`src/hdl/rac_regs.vh`:
```
// Register offsets, field positions, reset values and timing counts of the
// calendar, alarm and countdown block. Definitions only; included by bare name.
`ifndef RAC_REGS_VH
`define RAC_REGS_VH

`define RAC_ADDR_MONTH      5'h09
`define RAC_ADDR_YEAR       5'h0A
`define RAC_ADDR_SEC_MATCH  5'h0B
`define RAC_ADDR_MIN_MATCH  5'h0C
`define RAC_ADDR_HOUR_MATCH 5'h0D
`define RAC_ADDR_DAY_MATCH  5'h0E
`define RAC_ADDR_WDAY_MATCH 5'h0F
`define RAC_ADDR_CD_VALUE   5'h10
`define RAC_ADDR_CD_CTRL    5'h11

`define RAC_RST_MONTH       5'h01
`define RAC_RST_YEAR        8'h00
`define RAC_RST_MATCH       8'h80
`define RAC_RST_CD_VALUE    8'h00
`define RAC_RST_CD_CTRL     5'h18

`define RAC_MATCH_DIS_BIT   7
`define RAC_CTL_SRC_HI      4
`define RAC_CTL_SRC_LO      3
`define RAC_CTL_EN_BIT      2
`define RAC_CTL_IE_BIT      1
`define RAC_CTL_PULSE_BIT   0

`define RAC_SRC_4096        2'h0
`define RAC_SRC_64          2'h1
`define RAC_SRC_1HZ         2'h2
`define RAC_SRC_60S         2'h3

`define RAC_OSC_HZ          32768
`define RAC_SRC_4096_HZ     4096
`define RAC_SRC_64_HZ       64
`define RAC_SEC_PER_MIN     60

// Interrupt pulse widths, counted in 32.768 kHz oscillator cycles
`define RAC_PW_4096_N1_CYC  10'h004
`define RAC_PW_4096_CYC     10'h008
`define RAC_PW_64_N1_CYC    10'h100
`define RAC_PW_SLOW_CYC     10'h200

`endif

```
`src/hdl/rac_prescale.v`:
```
// Oscillator divider: source ticks for the 1 Hz time base and the countdown.
// Assumes the oscillator pin is asynchronous to i_clk and much slower than it.
`include "rac_regs.vh"
module rac_prescale #(
    parameter OSC_HZ = `RAC_OSC_HZ
) (
    input  wire       i_clk,
    input  wire       i_rst_n,
    input  wire       i_osc,
    output reg        o_osc_edge,
    output reg        o_tick_4096,
    output reg        o_tick_64,
    output reg        o_tick_1hz,
    output reg        o_tick_60s
);
    localparam D4096 = OSC_HZ / `RAC_SRC_4096_HZ;
    localparam D64   = OSC_HZ / `RAC_SRC_64_HZ;

    reg        osc_meta_q;
    reg        osc_sync_q;
    reg        osc_prev_q;
    reg [14:0] div_q;
    reg [5:0]  min_q;
    wire       edge_w = osc_sync_q & ~osc_prev_q;
    wire       wrap_w = (div_q == OSC_HZ - 1);

    always @(posedge i_clk or negedge i_rst_n) begin
        if (!i_rst_n) begin
            osc_meta_q  <= 1'b0;
            osc_sync_q  <= 1'b0;
            osc_prev_q  <= 1'b0;
            div_q       <= 15'h0000;
            min_q       <= 6'h00;
            o_osc_edge  <= 1'b0;
            o_tick_4096 <= 1'b0;
            o_tick_64   <= 1'b0;
            o_tick_1hz  <= 1'b0;
            o_tick_60s  <= 1'b0;
        end else begin
            osc_meta_q  <= i_osc;
            osc_sync_q  <= osc_meta_q;
            osc_prev_q  <= osc_sync_q;
            o_osc_edge  <= edge_w;
            o_tick_4096 <= edge_w & ((div_q % D4096) == D4096 - 1);
            o_tick_64   <= edge_w & ((div_q % D64) == D64 - 1);
            o_tick_1hz  <= edge_w & wrap_w;
            o_tick_60s  <= edge_w & wrap_w & (min_q == `RAC_SEC_PER_MIN - 1);
            if (edge_w) begin
                div_q <= wrap_w ? 15'h0000 : div_q + 15'h0001;
                if (wrap_w)
                    min_q <= (min_q == `RAC_SEC_PER_MIN - 1) ? 6'h00 : min_q + 6'h01;
            end
        end
    end
endmodule

```
`src/hdl/rac_alarm_cmp.v`:
```
// Alarm comparator: per-field match with a disable bit in bit 7 of each field.
// Current time comes from the seconds-to-weekday counters on the same clock.
`include "rac_regs.vh"
module rac_alarm_cmp (
    input  wire [7:0] i_sec_match,
    input  wire [7:0] i_min_match,
    input  wire [7:0] i_hour_match,
    input  wire [7:0] i_day_match,
    input  wire [7:0] i_wday_match,
    input  wire [7:0] i_cur_sec,
    input  wire [7:0] i_cur_min,
    input  wire [7:0] i_cur_hour,
    input  wire [7:0] i_cur_day,
    input  wire [7:0] i_cur_wday,
    output wire       o_match
);
    function hit;
        input [7:0] a;
        input [7:0] b;
        input [7:0] mask;
        begin
            hit = a[`RAC_MATCH_DIS_BIT] | ((a & mask) == (b & mask));
        end
    endfunction

    // Bit 6 of hour and day is unused; hour bit 5 is PM flag or tens bit
    wire all_hit = hit(i_sec_match,  i_cur_sec,  8'h7F) &   // [RL7]
                   hit(i_min_match,  i_cur_min,  8'h7F) &
                   hit(i_hour_match, i_cur_hour, 8'h3F) &   // [RL8]
                   hit(i_day_match,  i_cur_day,  8'h3F) &   // [RL9]
                   hit(i_wday_match, i_cur_wday, 8'h07);
    // Nothing enabled means no alarm at all, not a permanent match
    wire any_en  = ~(i_sec_match[7] & i_min_match[7] & i_hour_match[7] &
                     i_day_match[7] & i_wday_match[7]);      // [RL6]
    assign o_match = all_hit & any_en;                       // [RL10]
endmodule

```
`src/hdl/rac_top.v`:
```
// Month/year counting, alarm and countdown timer of a real-time clock.
// Registers arrive from the serial-bus slave on i_clk; oscillator pin is async.
// Summary of operation
// RL1: Month in BCD, tens bit 4, default January
// RL2: Year in BCD, two digits, default zero
// RL3: Time counters frozen during bus access
// RL4: One pending second stored; host finishes within one second
// RL5: Host reads time in one burst from 04h
// RL6: Bit 7 of alarm fields disables match
// RL7: Second and minute alarm fields in BCD
// RL8: Hour alarm bit 6 unused, format per select
// RL9: Day alarm tens 0-3, weekday bits 2-0
// RL10: Alarm flag set when enabled fields first match
// RL11: Interrupt follows alarm flag when enabled
// RL12: Alarm flag held until bus clear
// RL13: Eight-bit reload, period n over source frequency
// RL14: Source select bits 4-3, default one-sixtieth Hz
// RL15: Control bits enable, interrupt enable, pulse mode
// RL16: Value zero stops timer, 1-255 valid
// RL17: At count 1 set flag and reload
// RL18: Value read returns live counter
// RL19: Written reload value takes effect immediately
// RL20: Host disables timer before changing reload
// RL21: First period may run one source cycle short
// RL22: Host selects slowest source when timer unused
// RL23: Countdown flag cleared only by software
// RL24: Pulse width depends on source and n
// RL25: Interrupt is OR of enabled sources
`include "rac_regs.vh"
module rac_top #(
    parameter OSC_HZ = `RAC_OSC_HZ
) (
    input  wire       i_clk,
    input  wire       i_arst_n,
    input  wire       i_osc_32k,
    input  wire       i_acc_busy,
    input  wire       i_reg_wr,
    input  wire [4:0] i_reg_addr,
    input  wire [7:0] i_reg_wdata,
    output reg  [7:0] o_reg_rdata,
    input  wire       i_day_carry,
    input  wire [7:0] i_cur_sec,
    input  wire [7:0] i_cur_min,
    input  wire [7:0] i_cur_hour,
    input  wire [7:0] i_cur_day,
    input  wire [7:0] i_cur_wday,
    input  wire       i_alarm_irq_enable,
    input  wire       i_alarm_flag_clr,
    input  wire       i_countdown_flag_clr,
    output reg        o_time_tick,
    output wire [7:0] o_month,
    output wire [7:0] o_year,
    output wire       o_alarm_flag,
    output wire       o_countdown_flag,
    output wire       o_int_out,
    output reg        o_int_oe
);
    reg        rst_meta_q;
    reg        rst_q;
    wire       rst_n = rst_q;

    reg  [4:0] month_q;
    reg  [7:0] year_q;
    reg  [7:0] sec_match_q;
    reg  [7:0] min_match_q;
    reg  [7:0] hour_match_q;
    reg  [7:0] day_match_q;
    reg  [7:0] wday_match_q;
    reg  [7:0] cd_reload_q;
    reg  [7:0] cd_count_q;
    reg  [4:0] cd_ctrl_q;
    reg        pend_q;
    reg        alarm_flag_q;
    reg        match_prev_q;
    reg        cd_flag_q;
    reg  [9:0] pulse_q;
    reg  [9:0] pulse_d;

    wire       osc_edge;
    wire       tick_4096;
    wire       tick_64;
    wire       tick_1hz;
    wire       tick_60s;
    wire       alarm_match;
    reg        src_tick;

    wire [1:0] src_sel   = cd_ctrl_q[`RAC_CTL_SRC_HI:`RAC_CTL_SRC_LO];
    wire       cd_en     = cd_ctrl_q[`RAC_CTL_EN_BIT];
    wire       cd_ie     = cd_ctrl_q[`RAC_CTL_IE_BIT];
    wire       cd_pulsed = cd_ctrl_q[`RAC_CTL_PULSE_BIT];

    function wr_hit;
        input [4:0] addr;
        begin
            wr_hit = i_reg_wr & (i_reg_addr == addr);
        end
    endfunction

    // Asynchronous assert, synchronous release of the reset
    always @(posedge i_clk or negedge i_arst_n) begin
        if (!i_arst_n) begin
            rst_meta_q <= 1'b0;
            rst_q      <= 1'b0;
        end else begin
            rst_meta_q <= 1'b1;
            rst_q      <= rst_meta_q;
        end
    end

    rac_prescale #(
        .OSC_HZ      (OSC_HZ)
    ) u_prescale (
        .i_clk       (i_clk),
        .i_rst_n     (rst_n),
        .i_osc       (i_osc_32k),
        .o_osc_edge  (osc_edge),
        .o_tick_4096 (tick_4096),
        .o_tick_64   (tick_64),
        .o_tick_1hz  (tick_1hz),
        .o_tick_60s  (tick_60s)
    );

    rac_alarm_cmp u_alarm_cmp (
        .i_sec_match  (sec_match_q),
        .i_min_match  (min_match_q),
        .i_hour_match (hour_match_q),
        .i_day_match  (day_match_q),
        .i_wday_match (wday_match_q),
        .i_cur_sec    (i_cur_sec),
        .i_cur_min    (i_cur_min),
        .i_cur_hour   (i_cur_hour),
        .i_cur_day    (i_cur_day),
        .i_cur_wday   (i_cur_wday),
        .o_match      (alarm_match)
    );

    // A second that lands during an access waits; a second one is lost,
    // which is why the host must keep each access under one second
    always @(posedge i_clk or negedge rst_n) begin
        if (!rst_n) begin
            pend_q      <= 1'b0;
            o_time_tick <= 1'b0;
        end else begin
            o_time_tick <= 1'b0;
            if (i_acc_busy) begin
                if (tick_1hz)
                    pend_q <= 1'b1;                            // [RL4]
            end else if (tick_1hz | pend_q) begin
                o_time_tick <= 1'b1;                           // [RL3]
                pend_q      <= 1'b0;
            end
        end
    end

    // Month and year counting, BCD, carried in from the day counter
    always @(posedge i_clk or negedge rst_n) begin
        if (!rst_n) begin
            month_q <= `RAC_RST_MONTH;
            year_q  <= `RAC_RST_YEAR;
        end else if (wr_hit(`RAC_ADDR_MONTH)) begin
            month_q <= i_reg_wdata[4:0];
        end else if (wr_hit(`RAC_ADDR_YEAR)) begin
            year_q  <= i_reg_wdata;
        end else if (i_day_carry & ~i_acc_busy) begin         // [RL3]
            if (month_q == 5'h12) begin
                month_q <= 5'h01;                              // [RL1]
                if (year_q[3:0] != 4'h9)
                    year_q[3:0] <= year_q[3:0] + 4'h1;         // [RL2]
                else begin
                    year_q[3:0] <= 4'h0;
                    year_q[7:4] <= (year_q[7:4] == 4'h9) ? 4'h0 : year_q[7:4] + 4'h1;
                end
            end else if (month_q[3:0] == 4'h9) begin
                month_q <= 5'h10;
            end else begin
                month_q <= month_q + 5'h01;
            end
        end
    end

    // Alarm field registers
    always @(posedge i_clk or negedge rst_n) begin
        if (!rst_n) begin
            sec_match_q  <= `RAC_RST_MATCH;                    // [RL6]
            min_match_q  <= `RAC_RST_MATCH;
            hour_match_q <= `RAC_RST_MATCH;
            day_match_q  <= `RAC_RST_MATCH;
            wday_match_q <= `RAC_RST_MATCH;
        end else begin
            if (wr_hit(`RAC_ADDR_SEC_MATCH))
                sec_match_q  <= i_reg_wdata;                   // [RL7]
            if (wr_hit(`RAC_ADDR_MIN_MATCH))
                min_match_q  <= i_reg_wdata;
            if (wr_hit(`RAC_ADDR_HOUR_MATCH))
                hour_match_q <= {i_reg_wdata[7], 1'b0, i_reg_wdata[5:0]}; // [RL8]
            if (wr_hit(`RAC_ADDR_DAY_MATCH))
                day_match_q  <= {i_reg_wdata[7], 1'b0, i_reg_wdata[5:0]}; // [RL9]
            if (wr_hit(`RAC_ADDR_WDAY_MATCH))
                wday_match_q <= {i_reg_wdata[7], 4'h0, i_reg_wdata[2:0]};
        end
    end

    // Alarm flag: set on the rising edge of the match, held until cleared;
    // a set in the same cycle as the clear wins
    always @(posedge i_clk or negedge rst_n) begin
        if (!rst_n) begin
            alarm_flag_q <= 1'b0;
            match_prev_q <= 1'b0;
        end else begin
            match_prev_q <= alarm_match;
            if (alarm_match & ~match_prev_q)
                alarm_flag_q <= 1'b1;                          // [RL10]
            else if (i_alarm_flag_clr)
                alarm_flag_q <= 1'b0;                          // [RL12]
        end
    end

    // Countdown source select
    always @* begin
        case (src_sel)                                         // [RL14]
            `RAC_SRC_4096: src_tick = tick_4096;
            `RAC_SRC_64:   src_tick = tick_64;
            `RAC_SRC_1HZ:  src_tick = tick_1hz;
            `RAC_SRC_60S:  src_tick = tick_60s;
            default:       src_tick = 1'b0;
        endcase
    end

    // The enable is sampled only at source ticks, so the first period
    // may fall up to one source cycle short of n
    wire cd_expire = src_tick & cd_en & (cd_count_q == 8'h01); // [RL21]

    always @(posedge i_clk or negedge rst_n) begin
        if (!rst_n) begin
            cd_reload_q <= `RAC_RST_CD_VALUE;                  // [RL13]
            cd_count_q  <= `RAC_RST_CD_VALUE;
            cd_ctrl_q   <= `RAC_RST_CD_CTRL;                   // [RL15]
        end else begin
            if (wr_hit(`RAC_ADDR_CD_CTRL))
                cd_ctrl_q <= i_reg_wdata[4:0];
            if (wr_hit(`RAC_ADDR_CD_VALUE)) begin
                cd_reload_q <= i_reg_wdata;
                cd_count_q  <= i_reg_wdata;                    // [RL19]
            end else if (cd_expire) begin
                cd_count_q  <= cd_reload_q;                    // [RL17]
            end else if (src_tick & cd_en & (cd_count_q != 8'h00)) begin
                cd_count_q  <= cd_count_q - 8'h01;             // [RL16]
            end
        end
    end

    // Pulse width in oscillator cycles for pulsed interrupt mode
    always @* begin
        pulse_d = pulse_q;
        if (cd_expire) begin
            case (src_sel)                                     // [RL24]
                `RAC_SRC_4096: pulse_d = (cd_reload_q == 8'h01) ?
                                         `RAC_PW_4096_N1_CYC : `RAC_PW_4096_CYC;
                `RAC_SRC_64:   pulse_d = (cd_reload_q == 8'h01) ?
                                         `RAC_PW_64_N1_CYC : `RAC_PW_SLOW_CYC;
                default:       pulse_d = `RAC_PW_SLOW_CYC;
            endcase
        end else if (osc_edge & (pulse_q != 10'h000)) begin
            pulse_d = pulse_q - 10'h001;
        end
    end

    // Countdown flag is never cleared by the timer itself
    always @(posedge i_clk or negedge rst_n) begin
        if (!rst_n) begin
            cd_flag_q <= 1'b0;
            pulse_q   <= 10'h000;
        end else begin
            pulse_q <= pulse_d;
            if (cd_expire)
                cd_flag_q <= 1'b1;                             // [RL17]
            else if (i_countdown_flag_clr)
                cd_flag_q <= 1'b0;                             // [RL23]
        end
    end

    // Open-drain interrupt: the enable pulls the line low
    wire cd_irq    = cd_ie & (cd_pulsed ? (pulse_q != 10'h000) : cd_flag_q); // [RL15]
    wire alarm_irq = i_alarm_irq_enable & alarm_flag_q;        // [RL11]

    always @(posedge i_clk or negedge rst_n) begin
        if (!rst_n)
            o_int_oe <= 1'b0;
        else
            o_int_oe <= alarm_irq | cd_irq;                    // [RL25]
    end

    // Read data registered one cycle after the address
    always @(posedge i_clk or negedge rst_n) begin
        if (!rst_n) begin
            o_reg_rdata <= 8'h00;
        end else begin
            case (i_reg_addr)
                `RAC_ADDR_MONTH:      o_reg_rdata <= {3'h0, month_q};
                `RAC_ADDR_YEAR:       o_reg_rdata <= year_q;
                `RAC_ADDR_SEC_MATCH:  o_reg_rdata <= sec_match_q;
                `RAC_ADDR_MIN_MATCH:  o_reg_rdata <= min_match_q;
                `RAC_ADDR_HOUR_MATCH: o_reg_rdata <= hour_match_q;
                `RAC_ADDR_DAY_MATCH:  o_reg_rdata <= day_match_q;
                `RAC_ADDR_WDAY_MATCH: o_reg_rdata <= wday_match_q;
                `RAC_ADDR_CD_VALUE:   o_reg_rdata <= cd_count_q;   // [RL18]
                `RAC_ADDR_CD_CTRL:    o_reg_rdata <= {3'h0, cd_ctrl_q};
                default:              o_reg_rdata <= 8'h00;
            endcase
        end
    end

    assign o_month          = {3'h0, month_q};
    assign o_year           = year_q;
    assign o_alarm_flag     = alarm_flag_q;
    assign o_countdown_flag = cd_flag_q;
    assign o_int_out        = 1'b0;
endmodule

```
`config.mk`:
```
export PLATFORM = sky130hd
export DESIGN_NAME = rac_top
export DESIGN_NICKNAME = d
export VERILOG_FILES = /design/src/hdl/rac_prescale.v /design/src/hdl/rac_alarm_cmp.v /design/src/hdl/rac_top.v
export VERILOG_INCLUDE_DIRS = /design/src /design/src/hdl
export SDC_FILE = /design/constraint.sdc
export NUM_CORES = 1
export LEC_CHECK = 0
export ABC_AREA = 1
export BUFFER_PORTS_ARGS = -buffer_cell sky130_fd_sc_hd__buf_2
export CORE_MARGIN = 3
export CORE_UTILIZATION = 50
export CTS_BUF_LIST = sky130_fd_sc_hd__clkbuf_8 sky130_fd_sc_hd__clkbuf_16
export DETAILED_ROUTE_END_ITERATION = 10
export PLACE_DENSITY = 0.71
export SYNTH_ARGS = -nofsm -noshare
export SYNTH_HDL_FRONTEND = slang
export SYNTH_HIERARCHICAL = 1
export SYNTH_SLANG_ARGS = --single-unit
export TNS_END_PERCENT = 10
```
`constraint.sdc`:
```
create_clock -name i_clk -period 10.75 [get_ports i_clk]
set_input_delay 0.5375 -clock i_clk [delete_from_list [all_inputs] [get_ports i_clk]]
set_output_delay 0.5375 -clock i_clk [all_outputs]
set_load 0.1 [all_outputs]
```
==> results of run 1 <==
==> flip-flops by register name, indices dropped and copies added (netlist names), 4 cells and up <==
register,cells
cd_count_q,8
cd_ctrl_q,5
cd_reload_q,8
day_match_q,7
hour_match_q,7
min_match_q,8
month_q,5
o_reg_rdata,8
o_year,8
pulse_q,10
sec_match_q,8
u_prescale/div_q,15
u_prescale/min_q,6
wday_match_q,4
==> where the power goes <==
| part | internal, mW | leakage [nW] | switching, mW | total, mW |
|---|---|---|---|---|
| clock network | 0.428 | 0.330 | 0.205 | 0.633 |
| registers | 0.558 | 1.57 | 0.0974 | 0.656 |
| logic | 0.151 | 2.51 | 0.401 | 0.552 |
==> how the worst max path moves through the flow <==
stage | end | slack [ns] | cells past startpoint
after floorplan | cd_count_q[0]$_DFFE_PN0P_ | 7.08 | 0
after global placement | pulse_q[3]$_DFFE_PN0P_ | 8.68 | 8
after detailed placement | pulse_q[2]$_DFFE_PN0P_ | 8.65 | 7
after CTS | pulse_q[3]$_DFFE_PN0P_ | 8.59 | 8
after global routing | pulse_q[3]$_DFFE_PN0P_ | 8.39 | 8
final | pulse_q[3]$_DFFE_PN0P_ | 8.60 | 8
==> cells in the final DEF (no fill, tap or decap), drive strengths merged <==
cell / count
nand2: 310
inv: 149
dfrtp: 115
o21ai: 102
nor2: 98
buf: 76
nand3: 63
clkbuf: 20
a21oi: 15
xnor2: 11
nand4: 10
o211ai: 9
nor3: 9
xor2: 8
dfstp: 8
o22ai: 7
ha: 7
clkinv: 7
conb: 5
bufinv: 5
nand3b: 4
a22oi: 3
o2111ai: 2
a211oi: 2
or2: 2
o21bai: 2
o221ai: 1
dlygate4sd3: 1
a31oi: 1
==> through the flow <==
step / power (mW) / hold WS [ns] / util / std cells / cell area (sq um)
after CTS: 1.85 / 0.210 / 0.609 / 1228 / 8250
after global routing: 1.95 / 0.215 / 0.609 / 1228 / 8250
final: 1.84 / 0.224 / 0.609 / 1228 / 8250
after floorplan: 1.09 / 0.242 / - / 959 / 7090
after detailed placement: 1.21 / 0.325 / 0.559 / 1195 / 7580
after global placement: 1.20 / 0.324 / 0.559 / 1195 / 7580
==> critical path, cell delays in order (launching register included) <==
cell and delay (ns):
dfrtp_1 0.38, inv_1 0.12, ha_1 0.16, nand2_1 0.08
nor2_1 0.25, nand3_2 0.48, nand2_1 0.42, nand3_1 0.13
nand2_1 0.08
==> per-layer routing <==
layer,routed length [microns],GRT usage,up-vias
met5,0,0,-
met4,356,0.0842,0
met3,1390,0.0482,29
met2,7810,0.346,215
met1,7880,0.337,2892
li1,-,-,3176
==> cell type report <==
cell class | instances | area (sq um)
Sequential cell | 123 | 3090
Inverter | 149 | 559
Clock buffer | 20 | 467
Tap cell | 176 | 220
Timing Repair Buffer | 77 | 393
Multi-Input combinational cell | 671 | 3330
Clock inverter | 12 | 193
Fill cell | 1221 | 5300
==> kinds of logic (layout without fill, tap and decap cells) <==
kind of cell | after synthesis | after routing | share of synthesized area
fa+ha+maj | 7 | 7 | 0.0124
buf+inv | 165 | 258 | 0.0944
compound gates | 144 | 144 | 0.117
xor+xnor | 19 | 19 | 0.0235
flops | 123 | 123 | 0.436
simple gates | 496 | 496 | 0.315
other cells | 2 | 5 | 0.00106
==> flow_summary.yaml, run 1 <==
global_route:
  grt_pass1_vias: 5937
  grt.overflow.total: 0
  grt_util_all_layers: 0.232
  grt_first_pass_wirelength_microns: 29200
  antenna_found_initial: 0
  grt_max_degree: 75
power:
  power_density_mw_per_mm2: 223
  vdd_drop_max_mv: 0.169
  p_leak_nw: 4.40
sta:
  finalHoldViolations: 0
  slew_violations: 0
  slew_headroom: 0.364
  period_share: 0.200
  rsz0062_at_grt: "no"
  worstMarginPinSlew_ns: 0.954
  clock_skew_ns: 0.00595
  fin_tns_setup_ns: 0
  finalSetupViolations: 0
  worst_slack_ns: 8.60
  finalCriticalPeriod_ns: 2.15
  fmax_mhz: 464
synth:
  ys_types: 39
  synth_commonest_cells: "nand2_1 (291), inv_1 (134), dfrtp_1 (115)"
  yosys_warnings: 6
  synth_top_area_frac: 0.407
  syn_avg_cell_area_sq_um: 7.40
  synth_seq_cells: 123
  synth.most_common_cell: "nand2_1"
  synth_flop_cell: "dfrtp_1"
  synthArstFlopShare: 1.00
  synthCells: 956
  syn_area_sq_mm: 0.00708
  synth-edff-count: 0
  yosysSeqAreaShare: 0.436
  synthTopCellsByArea: "dfrtp_1 (41%), nand2_1 (15%), inv_1 (7.1%)"
  yosysTopAreaCell: "dfrtp_1"
worst_setup_path:
  crit_arrival_ns: 2.51
  worst_r2r_path_depth: 8
  r2r_end: "pulse_q[3]$_DFFE_PN0P_"
  path_class: "reg2reg"
  cp-start-kind: "flop"
  path_max_fanout: 26
  critPathCaptureType: "flop"
  required_ns: 11.11
  crit_start: "cd_count_q[1]$_DFFE_PN0P_"
  timing.rr.start: "cd_count_q[1]$_DFFE_PN0P_"
  r2r_slack_ns: 8.60
final_layout:
  area_growth_pct: 16.7
  drive_gt1_frac: 0.177
  layout.nets: 1108
  n_antenna_cell: 0
place:
  post-place-ws_ns: 8.65
  hpwl_microns: 12700
  gp_congestion: 0.953
  io_buffers: 75
worst_hold_path:
  min-delay-start: "i_osc_32k"
  hp-class: "in2reg"
  holdPathEnd: "u_prescale/osc_meta_q$_DFF_PN0_"
  hold_depth: 1
detailed_routing:
  drtIter0Drc: 552
  antenna_left: 0
  drc: 0
  drtPass1Iterations: 6
  vias_per_cell: 5.14
  vias: 6312
  wl_microns: 17400
  routedWlPerCell_microns: 14.2
die:
  row_count: 42
  io_pins: 91
  start_util: 0.522
  fp.dieW_microns: 125
  coreArea_sq_mm: 0.0136
  die_y_microns: 125
  dieArea_sq_mm: 0.0156
clock_network:
  cts_hold_repair.buffers: 1
  cts_tree: "built"
  path_clk_slew_ns: 0.06
  h-tree-depth: 4
  root_buffer: "clkbuf_16"
  cts_num_sinks: 123
  cts_resized: 0
  insertion_delay_ns: 0.42
  postCtsSetupBuffers: 0
  clockBufferDepth: 2
  cts_buffers: 17
run_status:
  outcome: "finished clean"
flow_run:
  timing.max_cap.violations: 0
Note: power is estimated with default switching activity, not from simulation.
==> run 2: changes to the inputs <==
--- a/config.mk
+++ b/config.mk
@@ -12,7 +12,7 @@
 export CORE_UTILIZATION = 50
 export CTS_BUF_LIST = sky130_fd_sc_hd__clkbuf_8 sky130_fd_sc_hd__clkbuf_16
 export DETAILED_ROUTE_END_ITERATION = 10
-export PLACE_DENSITY = 0.71
+export PLACE_DENSITY = 0.73
 export SYNTH_ARGS = -nofsm -noshare
 export SYNTH_HDL_FRONTEND = slang
 export SYNTH_HIERARCHICAL = 1
==> constraint.sdc (replaced) <==
create_clock -name i_clk -period 1.9 [get_ports i_clk]
set_input_delay 0.095 -clock i_clk [delete_from_list [all_inputs] [get_ports i_clk]]
set_output_delay 0.095 -clock i_clk [all_outputs]
set_load 0.1 [all_outputs]
==> flow_summary.yaml, run 2 (same netlist as run 1, synthesis figures left out) <==
sta:
  slew_violations: 0
  period_share: 0.888
  fmax_mhz: 593
  finalSetupViolations: 0
  finalCriticalPeriod_ns: 1.69
  finalHoldViolations: 0
  rsz0062_at_grt: "no"
  worstMarginPinSlew_ns: 0.497
  slew_headroom: 0.668
  fin_tns_setup_ns: 0
  clock_skew_ns: 0.00611
clock_network:
  cts_tree: "built"
  cts_num_sinks: 123
  cts_buffers: 17
  clockBufferDepth: 2
  insertion_delay_ns: 0.42
  root_buffer: "clkbuf_16"
  path_clk_slew_ns: 0.05
  postCtsSetupBuffers: 0
  h-tree-depth: 4
worst_setup_path:
  cpMostUsedCell: "nand2_1"
  max_stage_delay_ns: 0.37
  timing.rr.start: "pulse_q[0]$_DFFE_PN0P_"
  critPathCaptureType: "flop"
  required_ns: 2.24
  crit_arrival_ns: 2.03
  path_max_fanout: 10
  r2r_end: "pulse_q[1]$_DFFE_PN0P_"
  crit_end: "pulse_q[1]$_DFFE_PN0P_"
  path_class: "reg2reg"
  critPathSlowestCell: "dfrtp_1"
  cp-start-kind: "flop"
  crit_start: "pulse_q[0]$_DFFE_PN0P_"
  crit_chain: "inv_1 -> ha_2 -> nand2_1 -> nor2_1 -> nand3_1 -> nand2_1 -> buf_4 -> inv_1 -> nand2_1 -> nand2_1 -> a21oi_1"
  worst_r2r_path_depth: 11
  r2r_slack_ns: 0.21
power:
  power_density_mw_per_mm2: 1220
  switchingPower_mw: 3.99
  p_sw_frac: 0.387
  p_clk_frac: 0.328
  p_total_mw: 10.3
  p_leak_nw: 4.51
  vdd_drop_max_mv: 0.799
  p_int_mw: 6.33
  seqPwrFrac: 0.359
  comb_power_share: 0.314
final_layout:
  final_area_sq_mm: 0.00847
  drive_gt1_frac: 0.184
  area_growth_pct: 19.7
  largest_reg_flops: 15
  n_antenna_cell: 0
  top_register: "u_prescale/div_q"
  layout_commonest_cell: "nand2_1"
  fin_util: 0.625
  layout_common_cells: "nand2_1 (291), inv_1 (137), dfrtp_1 (114)"
  layout.nets: 1133
  reg_top3: "u_prescale/div_q (15), pulse_q (10)"
  fillers: 1200
detailed_routing:
  wl_met1_microns: 8250
  wl_met2_microns: 8100
  drc: 0
  drtIter0Drc: 462
  routedWlPerCell_microns: 14.2
  drtPass1Iterations: 5
  route.met3.wl_microns: 1070
  vias: 6502
  vias_per_cell: 5.19
  antenna_left: 0
  maxUsedRoutingLayer: "met4"
  wl_microns: 17800
place:
  io_buffers: 75
  placed_area_sq_mm: 0.00771
  hpwl_microns: 13000
  gp_congestion: 0.911
die:
  start_util: 0.522
  row_count: 42
  die_y_microns: 125
  fp.dieW_microns: 125
  coreArea_sq_mm: 0.0136
  dieArea_sq_mm: 0.0156
  io_pins: 91
global_route:
  antenna_found_initial: 0
  grt_first_pass_wirelength_microns: 29700
  grt_max_degree: 49
  grt.overflow.total: 0
  grt_pass1_vias: 6110
  grt_util_all_layers: 0.234
flow_run:
  timing.max_cap.violations: 0
worst_hold_path:
  hp-class: "in2reg"
run_status:
  outcome: "finished clean"
-- run 2: changes by cell type in the layout (fill, tap and decap cells not counted), moves of 2 or more --
cell           previous run  this run
dlygate4sd3_1             1        13
buf_4                     1        12
clkbuf_8                  3         6
clkinv_2                  5         2
inv_1                   134       137
buf_12                    0         2
bufinv_16                 5         3
-- run 2: through the flow --
stage	setup WS, ns	std cells	hold WS, ns
3_5_place_dp	0.200	1208	-0.117
6_report	0.213	1253	0.0187
5_1_grt	0.0350	1253	0.0189
3_3_place_gp	0.238	1208	-0.118
4_1_cts	0.167	1253	0.00479
2_1_floorplan	-0.136	959	-0.201
-- run 2: repair_timing --
action,CTS,global route
endpoints found under the setup margin,0,2
hold buffers,13,0
gates resized for setup,0,2
endpoints found under the hold margin,14,0
-- run 2: worst min path at each step --
stage / start / end / slack (ns) / depth (start not counted)
global placement: i_arst_n / rst_meta_q$_DFF_PN0_ / -0.12 / 1
floorplan: i_arst_n / rst_meta_q$_DFF_PN0_ / -0.20 / 0
detailed placement: i_arst_n / rst_meta_q$_DFF_PN0_ / -0.12 / 1
global route: i_reg_wdata[1] / cd_reload_q[1]$_DFFE_PN0P_ / 0.02 / 3
CTS: i_reg_wdata[1] / cd_reload_q[1]$_DFFE_PN0P_ / 0.005 / 3
finish: i_reg_wdata[1] / cd_reload_q[1]$_DFFE_PN0P_ / 0.02 / 3
-- run 2: power groups by stage --
stage	combinational [mW]	clock (mW)	sequential [mW]
after global routing	3.58	3.55	3.78
final	3.24	3.39	3.70
after detailed placement	3.17	0	3.72
after global placement	3.13	0	3.72
after floorplan	1.59	0	4.55
after CTS	3.22	3.43	3.69
-- run 2: area by class of cell --
cell class / count / area (sq um) / area share
clock buffer: 23 / 508 / 0.0600
clock inverter: 9 / 120 / 0.0142
inverter: 149 / 559 / 0.0660
multi-input combinational: 671 / 3340 / 0.394
sequential: 123 / 3090 / 0.365
tap: 176 / 220 / 0.0260
timing repair buffer: 102 / 636 / 0.0750
-- run 2: metal layers --
layer	vias to the layer above	GRT usage
met4	0	0.0842
met2	214	0.360
met3	32	0.0439
met5	-	0
met1	3021	0.333
li1	3235	-
-- run 2: critical path: cells and delay by family, from the launching register on --
| family | cells | cell delay (ns) |
|---|---|---|
| compound gates | 1 | 0.10 |
| fa+ha+maj | 1 | 0.22 |
| buf+inv | 3 | 0.32 |
| flops | 1 | 0.37 |
| simple gates | 6 | 0.59 |
